==> config.mk <==
export PLATFORM = sky130hd
export DESIGN_NAME = sar_adc_readout
export DESIGN_NICKNAME = d
export VERILOG_FILES = /design/src/design/sar_pkg.sv /design/src/design/sar_conv_if.sv /design/src/design/sar_adc_readout.sv /design/src/design/sar_approx.sv
export VERILOG_INCLUDE_DIRS = /design/src /design/src/design
export SDC_FILE = /design/constraint.sdc
export NUM_CORES = 1
export LEC_CHECK = 0
export BUFFER_PORTS_ARGS = -buffer_cell sky130_fd_sc_hd__buf_2
export CAP_MARGIN = 20
export CORE_MARGIN = 2
export CORE_UTILIZATION = 55
export CTS_CLUSTER_DIAMETER = 40
export CTS_CLUSTER_SIZE = 10
export DETAILED_ROUTE_END_ITERATION = 10
export PLACE_DENSITY = 0.77
export SLEW_MARGIN = 10
export SYNTH_ARGS = -nofsm -noshare
export SYNTH_HDL_FRONTEND = slang
export SYNTH_SLANG_ARGS = --single-unit
==> constraint.sdc <==
create_clock -name clk_sys -period 3.9 [get_ports clk_sys]
set_clock_uncertainty 0.05 [all_clocks]
set_input_delay 0.195 -clock clk_sys [delete_from_list [all_inputs] [get_ports clk_sys]]
set_output_delay 0.195 -clock clk_sys [all_outputs]
set_load 0.01 [all_outputs]
==> src/design/sar_map.svh <==
`ifndef SAR_MAP_SVH
`define SAR_MAP_SVH
// Result width and code points
`define SAR_BITS 16
`define SAR_IN_BITS 18
`define SAR_CODE_MAX 16'h7fff
`define SAR_CODE_MIN 16'h8000
`define SAR_OFFSET 16'h8000
`define SAR_RESET_CODE 16'h0000
// Host-side timing, in ns, with derived cycle counts at the system clock
`define SAR_CLK_NS 20
`define SAR_CONV_PERIOD_NS 10000
`define SAR_ACQ_NS 400
`define SAR_ACQ_CYCLES ((`SAR_ACQ_NS + `SAR_CLK_NS - 1) / `SAR_CLK_NS)
`define SAR_CONV_PERIOD_CYCLES ((`SAR_CONV_PERIOD_NS + `SAR_CLK_NS - 1) / `SAR_CLK_NS)
`endif

==> src/design/sar_pkg.sv <==
`include "sar_map.svh"
package sar_pkg;
    typedef logic signed [`SAR_IN_BITS-1:0] sar_input_t;
    typedef logic [`SAR_BITS-1:0] sar_code_t;
    typedef enum logic [0:0] {
        SAR_ST_SHUTDOWN = 1'b0,
        SAR_ST_CONVERT = 1'b1
    } sar_state_e;
endpackage

==> src/design/sar_conv_if.sv <==
`timescale 1ns/100ps
interface sar_conv_if;
    import sar_pkg::*;
    logic start; // One-cycle start pulse
    sar_input_t sample; // Held differential value
    logic done; // One-cycle completion pulse
    sar_code_t code; // Two's complement result
    modport ctrl (output start, output sample, input done, input code);
    modport conv (input start, input sample, output done, output code);
endinterface

==> src/design/sar_adc_readout.sv <==
`timescale 1ns/100ps
`include "sar_map.svh"
// Behaviour
// RULE_01: Select falling edge starts an internal conversion
// RULE_02: Input value held at select falling edge
// RULE_03: Shutdown right after conversion until next start
// RULE_04: Output driven only while select low
// RULE_05: New bit after each shift clock fall
// RULE_06: Host holds shift clock low at select fall
// RULE_07: Sixteen-bit two's complement result coding
// RULE_08: Zero differential input gives all-zero code
// RULE_09: Saturate at full-scale codes, never wrap
// RULE_10: Result belongs to the current conversion
// RULE_11: Host respects acquisition time and throughput
// RULE_12: Host clocks sixteen bits, MSB first
module sar_adc_readout
(
    input wire logic clk_sys, // System clock, 50 MHz
    input wire logic rst, // Async reset, active high
    input wire logic conversion_select_n, // Select pin, active low
    input wire logic serial_shift_clock, // Host shift clock pin
    input wire sar_pkg::sar_input_t input_diff, // Differential input, signed
    output logic serial_result_out, // Serial data out
    output logic serial_result_out_en_n, // Data pin enable, low drives
    output logic shutdown // High in low-power state
);
    import sar_pkg::*;

    ////////////////////////////////////////////////////////////////////////
    // Pin synchronisers and edge detection
    // Select chain and its edge
    logic sel_meta;
    logic sel_sync;
    logic sel_last;
    logic sel_fall;

    // Shift clock chain and its edge
    logic sck_meta;
    logic sck_sync;
    logic sck_last;
    logic sck_fall;

    // Falling edge from the previous and present synchronised levels
    function automatic logic edge_fell(input logic prev, input logic curr);
        return prev & ~curr;
    endfunction

    // Select chain: two stages, then one more flop for edges
    always_ff @(posedge clk_sys or posedge rst)
    begin
        if (rst)
        begin
            // Idle high, so no false start after reset
            sel_meta <= 1'b1;
            sel_sync <= 1'b1;
            sel_last <= 1'b1;
        end
        else
        begin
            sel_meta <= conversion_select_n;
            sel_sync <= sel_meta;
            sel_last <= sel_sync;
        end
    end

    // Shift clock chain: two stages, then one more flop for edges
    always_ff @(posedge clk_sys or posedge rst)
    begin
        if (rst)
        begin
            // Parked low, so no false shift after reset
            sck_meta <= 1'b0;
            sck_sync <= 1'b0;
            sck_last <= 1'b0;
        end
        else
        begin
            sck_meta <= serial_shift_clock;
            sck_sync <= sck_meta;
            sck_last <= sck_sync;
        end
    end

    // Edge pulses, one clock wide
    assign sel_fall = edge_fell(sel_last, sel_sync);
    assign sck_fall = edge_fell(sck_last, sck_sync);

    ////////////////////////////////////////////////////////////////////////
    // Converter core
    sar_conv_if cv ();

    sar_approx u_approx
    (
        .clk_sys(clk_sys),
        .rst(rst),
        .cv(cv.conv)
    );

    ////////////////////////////////////////////////////////////////////////
    // Conversion control
    // Converter state, frozen sample and start pulse
    sar_state_e state;
    sar_state_e next_state;
    sar_input_t held;
    sar_input_t next_held;
    logic start;
    logic next_start;
    logic next_shutdown;
    logic conv_begin;
    logic conv_end;

    // Core hookup: frozen sample and one-cycle start
    assign cv.start = start;
    assign cv.sample = held;

    // Conversion boundaries, shared with the readout
    assign conv_begin = (state == SAR_ST_SHUTDOWN) && sel_fall; // [RULE_01]
    assign conv_end = (state == SAR_ST_CONVERT) && cv.done; // [RULE_03]

    // Next conversion state
    always_comb
    begin
        next_state = state;
        next_held = held;
        next_start = 1'b0;
        next_shutdown = shutdown;
        unique case (state)
            SAR_ST_SHUTDOWN:
            begin
                if (conv_begin)
                begin
                    // Freeze the input and kick off the search
                    next_held = input_diff; // [RULE_02]
                    next_start = 1'b1; // [RULE_01]
                    next_state = SAR_ST_CONVERT;
                    next_shutdown = 1'b0;
                end
            end
            SAR_ST_CONVERT:
            begin
                // Select falls during a conversion are ignored
                if (conv_end)
                begin
                    next_state = SAR_ST_SHUTDOWN;
                    next_shutdown = 1'b1; // [RULE_03]
                end
            end
        endcase
    end

    // Conversion registers
    always_ff @(posedge clk_sys or posedge rst)
    begin
        if (rst)
        begin
            state <= SAR_ST_SHUTDOWN;
            held <= '0;
            start <= 1'b0;
            shutdown <= 1'b1;
        end
        else
        begin
            state <= next_state;
            held <= next_held;
            start <= next_start;
            shutdown <= next_shutdown;
        end
    end

    ////////////////////////////////////////////////////////////////////////
    // Serial readout
    // Shifter, accepted shift edge and next pin values
    sar_code_t shreg;
    sar_code_t next_shreg;
    logic shift_take;
    logic next_dout;
    logic next_en_n;

    // Shift falls count only while selected and not converting
    assign shift_take = (state == SAR_ST_SHUTDOWN) && sck_fall && !sel_sync;

    // Next shifter, data and enable
    always_comb
    begin
        next_shreg = shreg;
        next_dout = serial_result_out;
        // Pin released whenever select is high
        next_en_n = sel_sync; // [RULE_04]
        if (conv_begin)
        begin
            // Data low while the search runs
            next_dout = 1'b0;
        end
        else if (conv_end)
        begin
            // Fresh result loads straight into the shifter
            next_shreg = cv.code; // [RULE_10]
            next_dout = cv.code[`SAR_BITS-1]; // [RULE_12]
        end
        else if (shift_take)
        begin
            // Next bit after each falling shift edge, zeros behind
            next_shreg = {shreg[`SAR_BITS-2:0], 1'b0}; // [RULE_05] [RULE_12]
            next_dout = shreg[`SAR_BITS-2]; // [RULE_05]
        end
    end

    // Readout registers; outputs come straight from flops
    always_ff @(posedge clk_sys or posedge rst)
    begin
        if (rst)
        begin
            shreg <= `SAR_RESET_CODE;
            serial_result_out <= 1'b0;
            serial_result_out_en_n <= 1'b1;
        end
        else
        begin
            shreg <= next_shreg;
            serial_result_out <= next_dout;
            serial_result_out_en_n <= next_en_n;
        end
    end
endmodule // sar_adc_readout

==> src/design/sar_approx.sv <==
`timescale 1ns/100ps
`include "sar_map.svh"
module sar_approx
(
    input wire logic clk_sys, // System clock
    input wire logic rst, // Async reset, active high
    sar_conv_if.conv cv // Start, sample and result
);
    import sar_pkg::*;

    logic [`SAR_BITS-1:0] target;
    logic [`SAR_BITS-1:0] trial;
    logic [`SAR_BITS-1:0] bit_sel;
    logic busy;
    logic [`SAR_BITS-1:0] next_target;
    logic [`SAR_BITS-1:0] next_trial;
    logic [`SAR_BITS-1:0] next_bit_sel;
    logic next_busy;
    logic next_done;
    sar_code_t next_code;
    logic [`SAR_BITS-1:0] sat;
    logic [`SAR_BITS-1:0] cand;

    ////////////////////////////////////////////////////////////////////////
    // Clamp the sample to the code range, then bit-by-bit search
    always_comb
    begin
        if (cv.sample > $signed({{(`SAR_IN_BITS-`SAR_BITS){1'b0}}, `SAR_CODE_MAX}))
            sat = `SAR_CODE_MAX; // [RULE_09]
        else if (cv.sample < $signed({{(`SAR_IN_BITS-`SAR_BITS){1'b1}}, `SAR_CODE_MIN}))
            sat = `SAR_CODE_MIN; // [RULE_09]
        else
            sat = cv.sample[`SAR_BITS-1:0];
        cand = trial | bit_sel;
        next_target = target;
        next_trial = trial;
        next_bit_sel = bit_sel;
        next_busy = busy;
        next_done = 1'b0;
        next_code = cv.code;
        if (cv.start)
        begin
            // Offset binary so the search is unsigned
            next_target = sat ^ `SAR_OFFSET;
            next_trial = '0;
            next_bit_sel = `SAR_OFFSET; // MSB first
            next_busy = 1'b1;
        end
        else if (busy)
        begin
            if (cand <= target)
                next_trial = cand;
            next_bit_sel = bit_sel >> 1;
            if (bit_sel[0])
            begin
                next_busy = 1'b0;
                next_done = 1'b1;
                // Back to two's complement; midscale gives zero
                next_code = (cand <= target ? cand : trial) ^ `SAR_OFFSET; // [RULE_07] [RULE_08]
            end
        end
    end

    // Register the search state
    always_ff @(posedge clk_sys or posedge rst)
    begin
        if (rst)
        begin
            target <= '0;
            trial <= '0;
            bit_sel <= '0;
            busy <= 1'b0;
            cv.done <= 1'b0;
            cv.code <= `SAR_RESET_CODE;
        end
        else
        begin
            target <= next_target;
            trial <= next_trial;
            bit_sel <= next_bit_sel;
            busy <= next_busy;
            cv.done <= next_done;
            cv.code <= next_code;
        end
    end
endmodule // sar_approx

Yosys cells after proc, flatten, opt, wreduce, memory -nomap -nowiden

Cells that the tools add are included.

Magnitude comparators: 3
Bitwise gates (word level): 10
Mux-type cells: 25
Equal/unequal tests: 2
Reduce and logical (&&, ||, !) cells: 12

Operator list:

| cell                                                                               | count |
|---|---|
| 16-bit 2-to-1 mux                                                                  | 7 |
| 15-bit 2-to-1 mux                                                                  | 2 |
| 18-bit by 16-bit greater-than comparator with 1-bit output (second input constant) | 1 |
| 18-bit by 16-bit < comparator with 1-bit output (second input constant)            | 1 |
| 16-bit less-or-equal comparator                                                    | 1 |
| 16-bit bitwise OR                                                                  | 1 |
| 1-bit 2-to-1 mux                                                                   | 14 |
| 1-bit inverter                                                                     | 7 |
| 2-bit AND reduction                                                                | 3 |
| 1-bit logical AND                                                                  | 4 |
| 1-bit case mux with 2 select lines                                                 | 2 |
| 2-bit nonzero test                                                                 | 2 |
| 3-bit AND reduction                                                                | 1 |
| 3-bit nonzero test                                                                 | 1 |
| 1-bit bitwise AND                                                                  | 2 |
| 2-bit by 1-bit != test with 1-bit output (second input constant)                   | 1 |
| 2-bit != test (second input constant)                                              | 1 |
| 1-bit logical NOT                                                                  | 1 |

Word-level logic and storage cells: 70
Input bits: 22
Bits in registers: 109

Depth between registers and ports, before layout

Depth in word-level cells: 7
Gate-level depth with buffers: 8
Depth with buffers taken out: 7

Modules after synthesis

Synthesis repeated with hierarchy kept, for this count alone.

Cell total of the unflattened synthesis: 429
Area total of the unflattened synthesis: 4906.0 µm²

Modules (own cells, without submodules):

| module          | times used | sequential area each (µm²) | cells an instance | area an instance (µm²) |
|---|---|---|---|---|
| sar_approx      | 1          | 1651.6                     | 315               | 3234.4 |
| sar_adc_readout | 1          | 1081.0                     | 114               | 1671.6 |

Worst setup path before layout

Ideal clock, no wire load.

Kind: reg-to-reg
Start: reg u_approx.bit_sel[1]
End: reg u_approx.cv.code[4]
Setup time: 0.135 ns
Stages on the path, launching flop included: 9
Arrival: 1.998 ns
Period minus slack after synthesis: 2.183 ns
Slack: 1.717 ns
Path through: dfrtp_1 > or2_2 > ha_1 > nor2b_1 > o211ai_1 > a2111o_1 > a31oi_4 > buf_6 > a31oi_1

Longest elaborated chain between the ends: 3

RTL lines:

| what                            | RTL line         | source |
|---|---|---|
| from (decl)                     | sar_approx.sv:13 | `` logic [`SAR_BITS-1:0] bit_sel; `` |
| from (signal assigned)          | sar_approx.sv:80 | `bit_sel <= next_bit_sel;` |
| 16-bit bitwise OR               | sar_approx.sv:34 | `cand = trial \| bit_sel;` |
| 16-bit less-or-equal comparator | sar_approx.sv:59 | `` next_code = (cand <= target ? cand : trial) ^ `SAR_OFFSET; `` |
| 16-bit 2-to-1 mux               | sar_approx.sv:59 |  |
| to (signal assigned)            | sar_approx.sv:74 | `` cv.code <= `SAR_RESET_CODE; `` |
| to (signal assigned)            | sar_approx.sv:83 | `cv.code <= next_code;` |
| to (decl)                       | sar_conv_if.sv:9 | `modport conv (input start, input sample, output done, output code);` |

Every way passes these cells.
A chain may end at the register's enable or synchronous reset.

Worst setup path after layout

Start: reg u_approx.bit_sel[13]
End: reg u_approx.trial[10]

Longest elaborated chain between the ends: 5

RTL lines:

| what                            | RTL line         | source |
|---|---|---|
| 16-bit bitwise OR               | sar_approx.sv:34 |  |
| 16-bit less-or-equal comparator | sar_approx.sv:51 | `if (cand <= target)` |
| 16-bit 2-to-1 mux (3 in series) | n/a              |  |
| to (signal assigned)            | sar_approx.sv:79 | `trial <= next_trial;` |
| to (decl)                       | sar_approx.sv:12 | `` logic [`SAR_BITS-1:0] trial; `` |

Every way passes these cells. The select of a mux whose other input is x is not followed.

==> impl_metrics.sql <==
INSERT INTO impl_metrics (metric_group, metric, value, unit) VALUES
('yosys', 'synth.ff_latch_count', '109', ''),
('clock_tree', 'cts.repair.resized', '0', ''),
('critical_path', 'r2r_end', 'u_approx.trial[10]$_DFFE_PP0P_', ''),
('layout', 'num-fill-cells', '702', ''),
('yosys', 'yosysWarningCount', '0', ''),
('sta', 'report.final.hold_viol_count', '0', ''),
('global_routing', 'wire_length_of_the_first_global_routing_pass', '16300', 'um'),
('clock_tree', 'cts.reportedPaths.clkPinSlew', '0.10', 'ns'),
('drt', 'routed_wirelength', '9440', 'um'),
('floorplan', 'core_area', '0.00915', 'sq mm'),
('clock_tree', 'cts.sink_count', '109', ''),
('critical_path', 'critPathRequiredTime', '4.06', 'ns'),
('yosys', 'synth_area_leader_cell', 'sky130_fd_sc_hd__dfrtp_1', ''),
('critical_path', 'worst_flop_to_flop_path_startpoint', 'u_approx.bit_sel[13]$_DFFE_PP0P_', ''),
('yosys', 'syn-cell-area', '0.00514', 'sq mm'),
('power', 'power.combinational.fraction', '40.5', '%'),
('drt', 'route.vias.total', '3516', ''),
('power', 'vdd.ir_drop.worst', '0.000374', 'V'),
('yosys', 'synth_cell_types', '35', ''),
('critical_path', 'crit_path_max_incr_delay', '0.75', 'ns'),
('sta', 'grt_setup_unrepaired', 'false', ''),
('yosys', 'syn-num-nets', '533', ''),
('critical_path', 'crit_path_cell_trace', 'or2_2 -> ha_1 -> nand4_1 -> a2111o_1 -> a31oi_4 -> o22ai_1', ''),
('place', 'place.gp.congestion', '0.821', ''),
('power', 'seq_power_share', '43.5', '%'),
('sta', 'slew_violations', '0', ''),
('floorplan', 'fp-row-count', '35', ''),
('drt', 'detail_route.vias_per_cell', '5.49', ''),
('floorplan', 'die_span_in_x', '101', 'um'),
('drt', 'drcViolationCount', '0', ''),
('critical_path', 'endpoint_kind', 'register', ''),
('critical_path', 'crit_buf_inv', '0', ''),
('drt', 'drt-pass1-iter-count', '4', ''),
('critical_path', 'crit_slowest_cell', 'sky130_fd_sc_hd__a31oi_4', ''),
('layout', 'final_net_count', '563', ''),
('power', 'intPower', '2.65', 'mW'),
('yosys', 'synth-edff-count', '0', ''),
('layout', 'insertedDiodeCount', '0', ''),
('critical_path', 'cp_max_fo', '32', ''),
('floorplan', 'die_h', '101', 'um'),
('drt', 'routed_wire_length_per_instance', '14.7', 'um'),
('layout', 'areaGrowthSynthToFinish', '10.8', '%'),
('critical_path', 'rrSetupSlack', '1.06', 'ns'),
('clock_tree', 'ctsRootBufferMaster', 'sky130_fd_sc_hd__clkbuf_8', ''),
('sta', 'period_utilisation_layout', '72.7', '%'),
('layout', 'finalCoreUtilization', '62.2', '%'),
('global_routing', 'antenna_found_initial', '0', ''),
('status', 'outcome', 'completed', ''),
('power', 'net_sw_power', '1.77', 'mW'),
('sta', 'max-slew-margin-rel', '38.2', '%'),
('yosys', 'synth_ff_type', 'sky130_fd_sc_hd__dfrtp_1', ''),
('place', 'dpl.hpwl', '6180', 'um'),
('sta', 'sum_of_negative_setup_slack', '0', 'ns'),
('drt', 'initialDrtViolationCount', '191', ''),
('critical_path', 'worst_setup_path_start_kind', 'register', ''),
('sta', 'fmax', '352', 'MHz'),
('yosys', 'postSynthCellCount', '495', ''),
('layout', 'post_route_cells_drive_above_1_share', '17.0', '%'),
('sta', 'worst_pin_slew', '0.927', 'ns'),
('clock_tree', 'cts_buffers', '9', ''),
('sta', 'report.final.setup_viol', '0', ''),
('clock_tree', 'cts_tree', 'done', ''),
('worst_hold_path', 'hold_path_class', 'in -> async', ''),
('global_routing', 'grt_util_all_layers', '20.5', '%'),
('critical_path', 'worst_path_dominant_cell_family', 'compound AO/OA/AOI/OAI gates', ''),
('yosys', 'ys_top_cells_by_area', 'sky130_fd_sc_hd__dfrtp_1, sky130_fd_sc_hd__mux2i_1, sky130_fd_sc_hd__nand2_1', ''),
('global_routing', 'grt_start_max_net_pins', '87', ''),
('yosys', 'ys_top_cells_by_count', 'sky130_fd_sc_hd__dfrtp_1, sky130_fd_sc_hd__nand2_1, sky130_fd_sc_hd__nor2_1', ''),
('yosys', 'yosysMostFrequentCell', 'sky130_fd_sc_hd__dfrtp_1', ''),
('place', 'port-buffer-count', '24', ''),
('critical_path', 'worst_r2r_path_depth', '6', '');
## logic make-up (layout without fill, tap and decap cells)
group	Yosys count	in the layout	share of synthesized area (%)
AND/OR/NAND/NOR	141	141	12.1
flip-flops	109	109	53.2
AO/OA/AOI/OAI	98	98	11.9
buffers and inverters	68	103	6.25
multiplexers	63	63	12.7
adder cells (fa/ha/maj)	16	16	3.89
## power groups by stage
stage | combinational (mW) | clock, mW | sequential (mW)
after CTS | 1.79 | 0.718 | 1.92
after global placement | 1.69 | 0 | 1.92
after detailed placement | 1.76 | 0 | 1.94
after floorplan | 1.61 | 0 | 1.77
final | 1.79 | 0.707 | 1.92
after global routing | 2.03 | 0.771 | 1.99
## worst max-delay path by stage
stage	startpoint	end	slack [ns]	cells past startpoint
after floorplan	rst	cv.sample[0]$_DFFE_PP0P_	0.79	1
after global placement	u_approx.bit_sel[15]$_DFFE_PP0P_	u_approx.trial[13]$_DFFE_PP0P_	1.17	6
after detailed placement	u_approx.bit_sel[13]$_DFFE_PP0P_	u_approx.trial[10]$_DFFE_PP0P_	1.10	6
after CTS	u_approx.bit_sel[1]$_DFFE_PP0P_	u_approx.trial[10]$_DFFE_PP0P_	1.09	7
after global routing	u_approx.bit_sel[1]$_DFFE_PP0P_	u_approx.trial[10]$_DFFE_PP0P_	0.86	7
final	u_approx.bit_sel[13]$_DFFE_PP0P_	u_approx.trial[10]$_DFFE_PP0P_	1.06	6
## layer usage
metal,vias up,track usage (%),share of wire [%],routed length (um)
met5,-,0,0,0
met4,0,7.27,1.8,174
met3,11,4.79,2.6,242
met2,39,32.8,49,4620
met1,1719,27.6,47,4400
li1,1747,-,-,-
## per-stage QoR
stage	std cells	setup WS [ns]	power (mW)	hold WS [ns]	instance area (sq um)
after floorplan	495	0.788	3.38	0.149	5140
after global placement	603	1.17	3.61	0.253	5250
after detailed placement	603	1.10	3.71	0.252	5250
after CTS	638	1.09	4.42	0.000340	5650
after global routing	641	0.858	4.80	0.247	5700
final	641	1.06	4.42	0.244	5700
## cells in the final DEF (no fill, tap or decap), types with 15 or more instances in the layout
cell                            instances
sky130_fd_sc_hd__o211ai_1              16
sky130_fd_sc_hd__ha_1                  16
sky130_fd_sc_hd__mux2_2                18
sky130_fd_sc_hd__buf_2                 24
sky130_fd_sc_hd__o22ai_1               16
sky130_fd_sc_hd__dlygate4sd3_1         21
sky130_fd_sc_hd__mux2i_1               45
sky130_fd_sc_hd__o21ai_0               26
sky130_fd_sc_hd__nor2_1                51
sky130_fd_sc_hd__or2_2                 15
sky130_fd_sc_hd__inv_1                 35
sky130_fd_sc_hd__dfrtp_1              104
sky130_fd_sc_hd__a31oi_1               15
sky130_fd_sc_hd__nand2_1               64
## repair_timing
item,in CTS,in global routing
hold buffers,19,2
buffers inserted,0,0
endpoints found under the setup margin,0,0
endpoints found under the hold margin,19,15
## worst register-to-register path, delay by kind of cell, from the launching register on
kind	cells	cell delay [ns]
AOI/OAI and AO/OA	3	1.44
adders and majority gates	1	0.31
DFF	1	0.42
and+or+nand+nor	2	0.47
## state kept, by name, summed over array words and instances, names as in the netlist
name and count:
serial_result_out_en_n 1, serial_result_out 1, sck_sync 1, u_approx.cv.code 16
sck_meta 1, u_approx.target 16, u_approx.trial 16, cv.sample 18
cv.start 1, shreg 15, shutdown 1, u_approx.busy 1
u_approx.bit_sel 16, state 1, sck_last 1, next_en_n 1
u_approx.cv.done 1, sel_meta 1
## cell type report
cell class,count,area [sq um],share of cell area (%)
Sequential cell,109,2730,48.0
Multi-Input combinational cell,318,2090,36.6
Timing Repair Buffer,50,388,6.81
Inverter,37,141,2.48
Tap cell,111,139,2.44
Clock buffer,10,138,2.42
Clock inverter,6,68.8,1.21
Power figures use the tool's default switching activity.
